===== src/hw/fpct_regs.svh =====
// register indices, field positions and reset values of the fast counter timer
// What this block does
// - high byte ticks on prescaler or low overflow
// - low match buffer mirrors or reloads on match
// - high match buffer mirrors or reloads on match
// - wide mode matches all sixteen bits
// - four capture registers latch counts, read-only
// - three-bit fast counter counts pin pulses
// - coupled timer counts fast overflows, free-running
// - eleven or nineteen bit combined counter
// - fast counter runs with low byte
// - match at (match+1)*8+compare sets flag
// - on match pin takes prepared latch value
// - one match only until fast control rewritten
// - enable low makes pin follow latch
// - enabling write re-arms and holds pin
// - disable bit reverts pin to port
// - capture fast count plus carry with capture A low
// - control register field layout, capture read-only
// - flags stick, with enable raise interrupt
`ifndef FPCT_REGS_SVH
`define FPCT_REGS_SVH
// register indices; byte address is four times the index
`define FPCT_IDX_TIMER_CONTROL    16'hFE10
`define FPCT_IDX_COUNT_LOW        16'hFE12
`define FPCT_IDX_COUNT_HIGH       16'hFE13
`define FPCT_IDX_MATCH_LOW        16'hFE14
`define FPCT_IDX_MATCH_HIGH       16'hFE15
`define FPCT_IDX_CAPTURE_A_LOW    16'hFE16
`define FPCT_IDX_CAPTURE_A_HIGH   16'hFE17
`define FPCT_IDX_CAPTURE_B_LOW    16'hFE1E
`define FPCT_IDX_CAPTURE_B_HIGH   16'hFE1F
`define FPCT_IDX_PORT_TEST        16'hFE47
`define FPCT_IDX_FAST_CONTROL     16'hFE7D
// timer control bits
`define FPCT_BIT_HIGH_RUN         7
`define FPCT_BIT_LOW_RUN          6
`define FPCT_BIT_WIDE             5
`define FPCT_BIT_LOW_EXT          4
`define FPCT_BIT_HIGH_FLAG        3
`define FPCT_BIT_HIGH_IE          2
`define FPCT_BIT_LOW_FLAG         1
`define FPCT_BIT_LOW_IE           0
// fast counter control and port test bits
`define FPCT_BIT_FAST_ENABLE      7
`define FPCT_BIT_RT_DISABLE       2
// reset values
`define FPCT_RST_BYTE             8'h00
`define FPCT_RST_FAST             3'h0
`endif


===== src/hw/fpct_pkg.sv =====
// types shared by the fast counter timer
package fpct_pkg;
	// capture detection pulses from the external input detectors
	typedef struct packed {
		logic aLow;
		logic aHigh;
		logic bLow;
		logic bHigh;
	} fpct_capture_type;

	// complete state of the block except the reset synchroniser
	typedef struct packed {
		logic [7:0]  ctrl;
		logic [7:0]  countLow;
		logic [7:0]  countHigh;
		logic [7:0]  dataLow;
		logic [7:0]  dataHigh;
		logic [7:0]  bufLow;
		logic [7:0]  bufHigh;
		logic [7:0]  capALow;
		logic [7:0]  capAHigh;
		logic [7:0]  capBLow;
		logic [7:0]  capBHigh;
		logic        rtDisable;
		logic        fcEnable;
		logic [2:0]  fcCompare;
		logic        capCarry;
		logic [2:0]  capCount;
		logic [2:0]  fastCnt;
		logic        armed;
		logic        rtPin;
		logic [2:0]  pinSync;
		logic        pinLevel;
		logic        irqHigh;
		logic        irqLow;
		logic        ready;
		logic [31:0] rdata;
		logic        slverr;
	} fpct_state_type;
endpackage


===== src/hw/fpct_top.sv =====
// fast prescount timer with capture and real-time output, APB slave
//
// Design decision made here: the APB register port.
`timescale 1ns/1ns
`include "fpct_regs.svh"
module fpct_top
	import fpct_pkg::*;
#(
	parameter int ADDR_W = 18
) (
	input  wire logic              clk,
	input  wire logic              rst_b,
	input  wire logic              psel,
	input  wire logic              penable,
	input  wire logic              pwrite,
	input  wire logic [ADDR_W-1:0] paddr,
	input  wire logic [31:0]       pwdata,
	output logic      [31:0]       prdata,
	output logic                   pready,
	output logic                   pslverr,
	input  wire logic              prescalerTick,
	input  wire fpct_capture_type  captureEvt,
	input  wire logic              fastPulseInput,
	input  wire logic              portLatch,
	output logic                   realtimeOut,
	output logic                   highIrq,
	output logic                   lowIrq
);
	// register index hit test, used by read and write decode
	function automatic logic regHit(input logic [ADDR_W-1:0] addr, input logic [15:0] idx);
		regHit = (addr[ADDR_W-1:2] == idx) && (addr[1:0] == 2'h0);
	endfunction

	fpct_state_type s;            // registered state
	fpct_state_type n;            // next state
	logic [1:0]     rstSync;      // reset release synchroniser
	logic           rstN;         // synchronised reset
	logic           lowRun;       // low byte running
	logic           highRun;      // high byte running
	logic           wide;         // sixteen-bit mode
	logic           coupled;      // fast counter enabled
	logic           pulse;        // filtered rising edge of fast pin
	logic           fastRun;      // fast counter counting
	logic           fastOvf;      // fast counter wraps this cycle
	logic           lowTick;      // low byte count clock
	logic           highTick;     // high byte count clock
	logic           lowMatch8;    // eight-bit low match
	logic           highMatch8;   // eight-bit high match
	logic           wideMatch;    // sixteen-bit match
	logic           fastMatch;    // combined counter hit target
	logic [11:0]    target11;     // eleven-bit target, one spare bit
	logic [19:0]    target19;     // nineteen-bit target, one spare bit
	logic           lowSet;       // low flag set event
	logic           highSet;      // high flag set event
	logic           wrEn;         // write takes effect
	logic           rdLoad;       // read data prepared
	logic           armWrite;     // enabling control write

	// reset release through two flip-flops; only constants under async reset
	always_ff @(posedge clk or negedge rst_b) begin
		if (!rst_b) begin
			rstSync <= 2'h0;
		end else begin
			rstSync <= {rstSync[0], 1'b1};
		end
	end
	assign rstN = rstSync[1];

	// control decode
	assign lowRun  = s.ctrl[`FPCT_BIT_LOW_RUN];
	assign highRun = s.ctrl[`FPCT_BIT_HIGH_RUN];
	assign wide    = s.ctrl[`FPCT_BIT_WIDE];
	assign coupled = s.fcEnable;
	// a change counts once the second and third stages agree
	assign pulse   = s.pinSync[1] && s.pinSync[2] && !s.pinLevel;
	assign fastRun = coupled && lowRun;
	assign fastOvf = fastRun && pulse && (s.fastCnt == 3'h7);
	// coupled low byte counts only fast overflows; otherwise pin or prescaler
	assign lowTick = coupled ? fastOvf
		: (s.ctrl[`FPCT_BIT_LOW_EXT] ? pulse : prescalerTick);
	// high byte clock follows the width mode
	assign highTick = wide ? (lowTick && (s.countLow == 8'hFF)) : prescalerTick;
	// ordinary matches; coupled counters never reset on match
	assign lowMatch8  = !coupled && !wide && lowRun && lowTick && (s.countLow == s.bufLow);
	assign highMatch8 = !wide && highRun && highTick && (s.countHigh == s.bufHigh);
	assign wideMatch  = !coupled && wide && lowRun && lowTick
		&& ({s.countHigh, s.countLow} == {s.bufHigh, s.bufLow});
	// target is (match+1)*8 + compare; spare top bit keeps an overflowed target unreachable
	assign target11 = {({1'b0, s.dataLow} + 9'h001), s.fcCompare};
	assign target19 = {({1'b0, s.dataHigh, s.dataLow} + 17'h00001), s.fcCompare};
	assign fastMatch = s.armed && fastRun && (wide
		? ({1'b0, s.countHigh, s.countLow, s.fastCnt} == target19)
		: ({1'b0, s.countLow, s.fastCnt} == target11));
	// flags set together in wide mode
	assign lowSet  = lowMatch8 || wideMatch || fastMatch;
	assign highSet = highMatch8 || wideMatch || (fastMatch && wide);
	// apb strobes: one wait state, write lands at the completing edge
	assign wrEn     = psel && penable && pwrite && s.ready;
	assign rdLoad   = psel && penable && !s.ready;
	assign armWrite = wrEn && regHit(paddr, `FPCT_IDX_FAST_CONTROL)
		&& pwdata[`FPCT_BIT_FAST_ENABLE];

	// next-state logic
	always_comb begin
		n = s;
		// pin synchroniser and filtered level
		n.pinSync = {s.pinSync[1:0], fastPulseInput};
		if (s.pinSync[1] == s.pinSync[2]) begin
			n.pinLevel = s.pinSync[2];
		end
		// fast counter stops and clears with the low byte
		if (!fastRun) begin
			n.fastCnt = `FPCT_RST_FAST;
		end else if (pulse) begin
			n.fastCnt = s.fastCnt + 3'h1;
		end
		// low byte: held at zero while stopped, resets on its own match
		if (!lowRun) begin
			n.countLow = `FPCT_RST_BYTE;
		end else if (lowTick) begin
			if (lowMatch8 || wideMatch) begin
				n.countLow = `FPCT_RST_BYTE;
			end else begin
				n.countLow = s.countLow + 8'h01;
			end
		end
		// high byte
		if (!highRun) begin
			n.countHigh = `FPCT_RST_BYTE;
		end else if (wideMatch || highMatch8) begin
			n.countHigh = `FPCT_RST_BYTE;
		end else if (highTick) begin
			n.countHigh = s.countHigh + 8'h01;
		end
		// match buffers mirror while stopped, reload on match while running
		if (!lowRun || lowMatch8 || wideMatch) begin
			n.bufLow = s.dataLow;
		end
		if (!highRun || highMatch8 || wideMatch) begin
			n.bufHigh = s.dataHigh;
		end
		// captures; fast state is taken with the capture A low byte
		if (captureEvt.aLow) begin
			n.capALow  = s.countLow;
			n.capCarry = fastOvf;
			n.capCount = (fastRun && pulse) ? s.fastCnt + 3'h1 : s.fastCnt;
		end
		if (captureEvt.aHigh) begin
			n.capAHigh = s.countHigh;
		end
		if (captureEvt.bLow) begin
			n.capBLow = s.countLow;
		end
		if (captureEvt.bHigh) begin
			n.capBHigh = s.countHigh;
		end
		// register writes
		if (wrEn) begin
			if (regHit(paddr, `FPCT_IDX_TIMER_CONTROL)) begin
				n.ctrl = pwdata[7:0];
			end else if (regHit(paddr, `FPCT_IDX_MATCH_LOW)) begin
				n.dataLow = pwdata[7:0];
			end else if (regHit(paddr, `FPCT_IDX_MATCH_HIGH)) begin
				n.dataHigh = pwdata[7:0];
			end else if (regHit(paddr, `FPCT_IDX_PORT_TEST)) begin
				n.rtDisable = pwdata[`FPCT_BIT_RT_DISABLE];
			end else if (regHit(paddr, `FPCT_IDX_FAST_CONTROL)) begin
				// capture bits are read-only
				n.fcEnable  = pwdata[`FPCT_BIT_FAST_ENABLE];
				n.fcCompare = pwdata[6:4];
			end
		end
		// set wins over a software clear in the same cycle
		if (lowSet) begin
			n.ctrl[`FPCT_BIT_LOW_FLAG] = 1'b1;
		end
		if (highSet) begin
			n.ctrl[`FPCT_BIT_HIGH_FLAG] = 1'b1;
		end
		n.irqLow  = n.ctrl[`FPCT_BIT_LOW_FLAG] && n.ctrl[`FPCT_BIT_LOW_IE];
		n.irqHigh = n.ctrl[`FPCT_BIT_HIGH_FLAG] && n.ctrl[`FPCT_BIT_HIGH_IE];
		// arming: any fast control write decides; a match disarms
		if (wrEn && regHit(paddr, `FPCT_IDX_FAST_CONTROL)) begin
			n.armed = pwdata[`FPCT_BIT_FAST_ENABLE];
		end else if (fastMatch) begin
			n.armed = 1'b0;
		end
		// real-time pin; the pin is a flop, so it moves on the core edge
		if (armWrite && !s.rtDisable) begin
			n.rtPin = s.rtPin;
		end else if (s.fcEnable && !s.rtDisable && s.armed) begin
			if (fastMatch) begin
				n.rtPin = portLatch;
			end
		end else begin
			n.rtPin = portLatch;
		end
		// apb answer, prepared one cycle before pready
		n.ready = rdLoad;
		if (rdLoad) begin
			n.slverr = 1'b0;
			if (regHit(paddr, `FPCT_IDX_TIMER_CONTROL)) begin
				n.rdata = {24'h000000, s.ctrl};
			end else if (regHit(paddr, `FPCT_IDX_COUNT_LOW)) begin
				n.rdata = {24'h000000, s.countLow};
			end else if (regHit(paddr, `FPCT_IDX_COUNT_HIGH)) begin
				n.rdata = {24'h000000, s.countHigh};
			end else if (regHit(paddr, `FPCT_IDX_MATCH_LOW)) begin
				n.rdata = {24'h000000, s.dataLow};
			end else if (regHit(paddr, `FPCT_IDX_MATCH_HIGH)) begin
				n.rdata = {24'h000000, s.dataHigh};
			end else if (regHit(paddr, `FPCT_IDX_CAPTURE_A_LOW)) begin
				n.rdata = {24'h000000, s.capALow};
			end else if (regHit(paddr, `FPCT_IDX_CAPTURE_A_HIGH)) begin
				n.rdata = {24'h000000, s.capAHigh};
			end else if (regHit(paddr, `FPCT_IDX_CAPTURE_B_LOW)) begin
				n.rdata = {24'h000000, s.capBLow};
			end else if (regHit(paddr, `FPCT_IDX_CAPTURE_B_HIGH)) begin
				n.rdata = {24'h000000, s.capBHigh};
			end else if (regHit(paddr, `FPCT_IDX_PORT_TEST)) begin
				n.rdata = {29'h00000000, s.rtDisable, 2'h0};
			end else if (regHit(paddr, `FPCT_IDX_FAST_CONTROL)) begin
				n.rdata = {24'h000000, s.fcEnable, s.fcCompare, s.capCarry, s.capCount};
			end else begin
				// unmapped: zero data and an error
				n.rdata  = 32'h00000000;
				n.slverr = 1'b1;
			end
		end
	end

	// state register; reset takes constants only
	always_ff @(posedge clk or negedge rstN) begin
		if (!rstN) begin
			s <= '0;
		end else begin
			s <= n;
		end
	end

	// outputs straight from flops
	assign prdata      = s.rdata;
	assign pready      = s.ready;
	assign pslverr     = s.slverr;
	assign realtimeOut = s.rtPin;
	assign highIrq     = s.irqHigh;
	assign lowIrq      = s.irqLow;
endmodule // fpct_top

===== config.mk =====
export PLATFORM = sky130hd
export DESIGN_NAME = fpct_top
export DESIGN_NICKNAME = d
export VERILOG_FILES = /design/src/hw/fpct_pkg.sv /design/src/hw/fpct_top.sv
export VERILOG_INCLUDE_DIRS = /design/src /design/src/hw
export SDC_FILE = /design/constraint.sdc
export NUM_CORES = 1
export LEC_CHECK = 0
export BUFFER_PORTS_ARGS = -buffer_cell sky130_fd_sc_hd__buf_2
export CAP_MARGIN = 20
export CORE_MARGIN = 2
export CORE_UTILIZATION = 62
export DETAILED_ROUTE_END_ITERATION = 7
export PLACE_DENSITY = 0.86
export SLEW_MARGIN = 30
export SYNTH_ARGS = -nofsm -noshare
export SYNTH_HDL_FRONTEND = slang
export SYNTH_SLANG_ARGS = --single-unit

===== constraint.sdc =====
create_clock -name clk -period 10.41 [get_ports clk]
set_clock_uncertainty 0.2 [all_clocks]
set_input_delay 0.5205 -clock clk [delete_from_list [all_inputs] [get_ports clk]]
set_output_delay 0.5205 -clock clk [all_outputs]
set_load 0.005 [all_outputs]

==> run summary <==
critical-path cell list: ha_1 > xnor2_1 > nand2_1 > or3b_1 > or4b_1 > nor4_1 > o21ai_0 > o21bai_1 > mux2_1
met1 Usage GRT: 0.4112
worst setup path endpoint: realtimeOut
overall die width: 107.7 um
DR vias/cell: 6.623
FFs w/ async S/R, synth: 1.000
Syn-to-layout area delta: 11.33%
Reg clk slew, reported paths: 0.06 ns
Post-Syn Instances: 634
initial detailed-routing violation count: 635
Leak: 3.486 nW
core box area: 0.01037 sq mm
share of total power in combinational logic: 0.043
Post-CTS Resized: 0
Synth cell types: 71
R2R Setup Slk: 6.88 ns
Design Area, Final: 0.007428 sq mm
mean area per synthesized cell: 10.52 sq um
Pint: 879.4 uW
reg-to-reg endpoint: realtimeOut
NumNets Final: 725
final period utilization: 0.3393
switch share: 0.2212
cts bufs inserted: 17
antenna cells: 0
Crit Path Category: reg -> reg
vias in the first global route: 5201
RSZ-0062 raised after global routing: no
startpoint types: flip-flop
worst-path fanout max: 8
global-route wire length before repair: 27960 um
Hold WC Path Type: in -> reg
Sink Count: 120
worst vdd ir: 0.0001244 V
ratio of total power to cell area: 152.0 mW/mm^2
I/O pin count: 99
Worst-Skew Late Latency: 0.53 ns
Ys Warns: 0
final wirelength: 17860 um
largest net degree at the start of global routing: 70
Worst path max stage delay: 0.59 ns
final setup fails: 0
final slew viol count: 0
drt wl/cell: 22.16 um
iteration count of the initial detailed-routing pass: 5
Die ar.: 0.01161 sq mm
storage element area: 0.003007 sq mm
total track usage: 0.3265
layout cell share with drive strength beyond 1: 0.2403
PortBufs: 50
fmax: 283.1 MHz
Final Hold Fails: 0
Worst EP required: 10.62 ns
M2 GR Usage: 0.5130
Filler Cells Inserted: 720
TNS Setup: 0 ns
placement row count: 37
Worst Max-Slew Pin Slew: 0.9140 ns
CTS tree: yes
HPWL Detailed: 12060 um
status: completed
area of the multi-input gates: 0.003336 sq mm
CTS max path bufs: 2
Via Count: 5338
DP Area: 0.006802 sq mm
sequential share of power: 0.428
post-synthesis sequential area ratio: 0.4500
EDFF count, synth: 0
Final GP Congestion: 0.9570
CP endpoint kind: flip-flop
area of the mapped netlist: 0.006673 sq mm
Routed Antenna Nets: 0
GRT overflow: 0
Slew Limit Headroom: 0.3893
Seq cells post-synth: 120
Initial Utilization: 0.6435
Root Driver: clkbuf_8
clock share of power: 0.529
CP max stage cell: dfrtp_1
total of max-cap violations: 0
final core utilization: 0.7163
CP Launch Point: s[110]
Critical Path AT: 3.75 ns
sw power: 249.8 uW
reg2reg path depth: 9
met3 GRT Util: 0.09019
Synth Flop Type: dfrtp_1
initial antenna violation count: 0
number of H-tree levels: 4
R2R Path Start: s[110]
crit path time final: 3.532 ns
busiest grt layer: met2
die height: 107.7 um
DRC: 0
[worst min path at each step]
stage | start | endpoint | slack (ns) | cells past startpoint
final | portLatch | realtimeOut | 0.01 | 2
after global routing | portLatch | realtimeOut | 0.02 | 2
after CTS | portLatch | realtimeOut | 0.01 | 2
after detailed placement | rst_b | rstSync[0] | 0.11 | 1
after global placement | rst_b | rstSync[0] | 0.10 | 1
after floorplan | rst_b | rstSync[0] | 0.02 | 0
[kinds of logic (layout without fill, tap and decap cells)]
kind of cell | after synthesis | in the layout | share of synthesized area
AO/OA/AOI/OAI | 105 | 105 | 0.1119
XOR/XNOR | 51 | 51 | 0.06694
adder cells (fa/ha/maj) | 6 | 6 | 0.01125
buffers and inverters | 82 | 95 | 0.06563
flip-flops | 120 | 120 | 0.4500
multiplexers | 90 | 90 | 0.1506
other | 2 | 25 | 0.001125
AND/OR/NAND/NOR | 178 | 178 | 0.1425
[synthesized netlist by cell type, drive strengths merged, types with 2 or more instances]
library cell,n,area share
nor3,13,0.0098
buf,42,0.043
o211ai,3,0.0034
nor4,12,0.014
o311ai,2,0.0026
xor2,29,0.038
ha,6,0.011
a31oi,2,0.0019
conb,2,0.0011
nand4,10,0.010
nor2b,4,0.0037
a21oi,25,0.019
or3,2,0.0019
a211oi,6,0.0075
nor3b,2,0.0030
a32o,2,0.0030
mux2i,7,0.011
or2,3,0.0028
mux2,83,0.14
dfrtp,120,0.45
and2,5,0.0047
inv,10,0.0056
a222oi,2,0.0030
xnor2,22,0.029
o21ai,21,0.016
o22ai,3,0.0028
nand2,31,0.017
clkbuf,30,0.017
nand3,22,0.017
a221oi,10,0.013
and3,7,0.0066
a21boi,2,0.0022
a41oi,3,0.0039
nand2b,2,0.0019
or4b,3,0.0045
nor2,50,0.029
o221ai,2,0.0026
a22oi,7,0.0079
a21o,2,0.0022
nand3b,6,0.0067
o21a,2,0.0022
[metrics by stage]
stage / setup slack [ns] / hold WS [ns] / power, mW / std cells
3_3_place_gp: 6.711 / 0.1046 / 0.5362 / 772
5_1_grt: 6.779 / 0.01877 / 1.163 / 806
2_1_floorplan: 6.619 / 0.02491 / 0.5270 / 657
6_report: 6.878 / 0.01215 / 1.129 / 806
4_1_cts: 6.909 / 0.01164 / 1.132 / 806
3_5_place_dp: 6.751 / 0.1074 / 0.5382 / 772
[power groups by stage]
stage,Sequential (mW),Combinational [mW],Clock (mW)
finish,0.484,0.0485,0.597
floorplan,0.492,0.0351,0
CTS,0.484,0.0475,0.601
global route,0.485,0.0537,0.625
global placement,0.491,0.0451,0
detailed placement,0.492,0.0465,0
[cell usage in the layout (no fill, tap or decap), types with 3 or more instances in the layout]
| master | synthesis | layout |
|---|---|---|
| o22ai_1 | 3 | 3 |
| mux2_1 | 20 | 20 |
| xnor2_1 | 22 | 22 |
| nor2_1 | 49 | 48 |
| nor3_1 | 13 | 13 |
| and2_1 | 5 | 5 |
| a22oi_1 | 7 | 7 |
| bufinv_16 | 0 | 4 |
| a221oi_1 | 10 | 10 |
| clkinvlp_4 | 0 | 4 |
| a211oi_1 | 5 | 5 |
| conb_1 | 2 | 25 |
| xor2_1 | 29 | 29 |
| buf_2 | 8 | 50 |
| o21ai_1 | 7 | 7 |
| mux2i_1 | 7 | 7 |
| nand3_1 | 21 | 21 |
| mux2_2 | 63 | 63 |
| ha_1 | 6 | 6 |
| and3_1 | 7 | 7 |
| o211ai_1 | 3 | 3 |
| clkinv_2 | 0 | 4 |
| a41oi_1 | 3 | 3 |
| inv_1 | 10 | 10 |
| o21ai_0 | 13 | 13 |
| dfrtp_1 | 120 | 119 |
| nand4_1 | 9 | 9 |
| a21oi_1 | 25 | 25 |
| clkbuf_16 | 0 | 16 |
| nor4_1 | 9 | 9 |
| nor2b_1 | 4 | 4 |
| nand2_1 | 31 | 31 |
| nand3b_1 | 6 | 6 |
[state kept, by name, indices dropped and copies added (netlist names)]
name and cells:
pslverr 1, n 2, highRun 1, prdata 8, lowRun 1, highIrq 1
realtimeOut 1, coupled 1, rstSync 2, pready 1, lowIrq 1, s 100
[area by class of cell]
type | instances | share of cell area
multi-input cells | 455 | 0.4490
repair buffers | 53 | 0.03739
clock buffers | 19 | 0.05676
flip-flops and latches | 120 | 0.4047
clock inverters | 13 | 0.02409
inverters | 10 | 0.005053
well taps | 136 | 0.02291
[timing repair]
item,in CTS,in global routing
setup buffers,0,0
endpoints found under the hold margin,3,0
hold buffers,2,0
[worst max-delay path: cells and delay by family (launching register included)]
family	cells	cell delay, ns
mux	1	0.35
xor+xnor	1	0.20
flops	1	0.59
fa+ha+maj	1	0.32
compound gates	2	0.41
simple gates	4	1.35
[layer usage]
layer	part of all wire	up-vias
met2	0.48	330
met3	0.092	91
met4	0.055	0
li1	-	2276
met1	0.38	2641
met5	0	-
(Power assumes the default switching activity.)
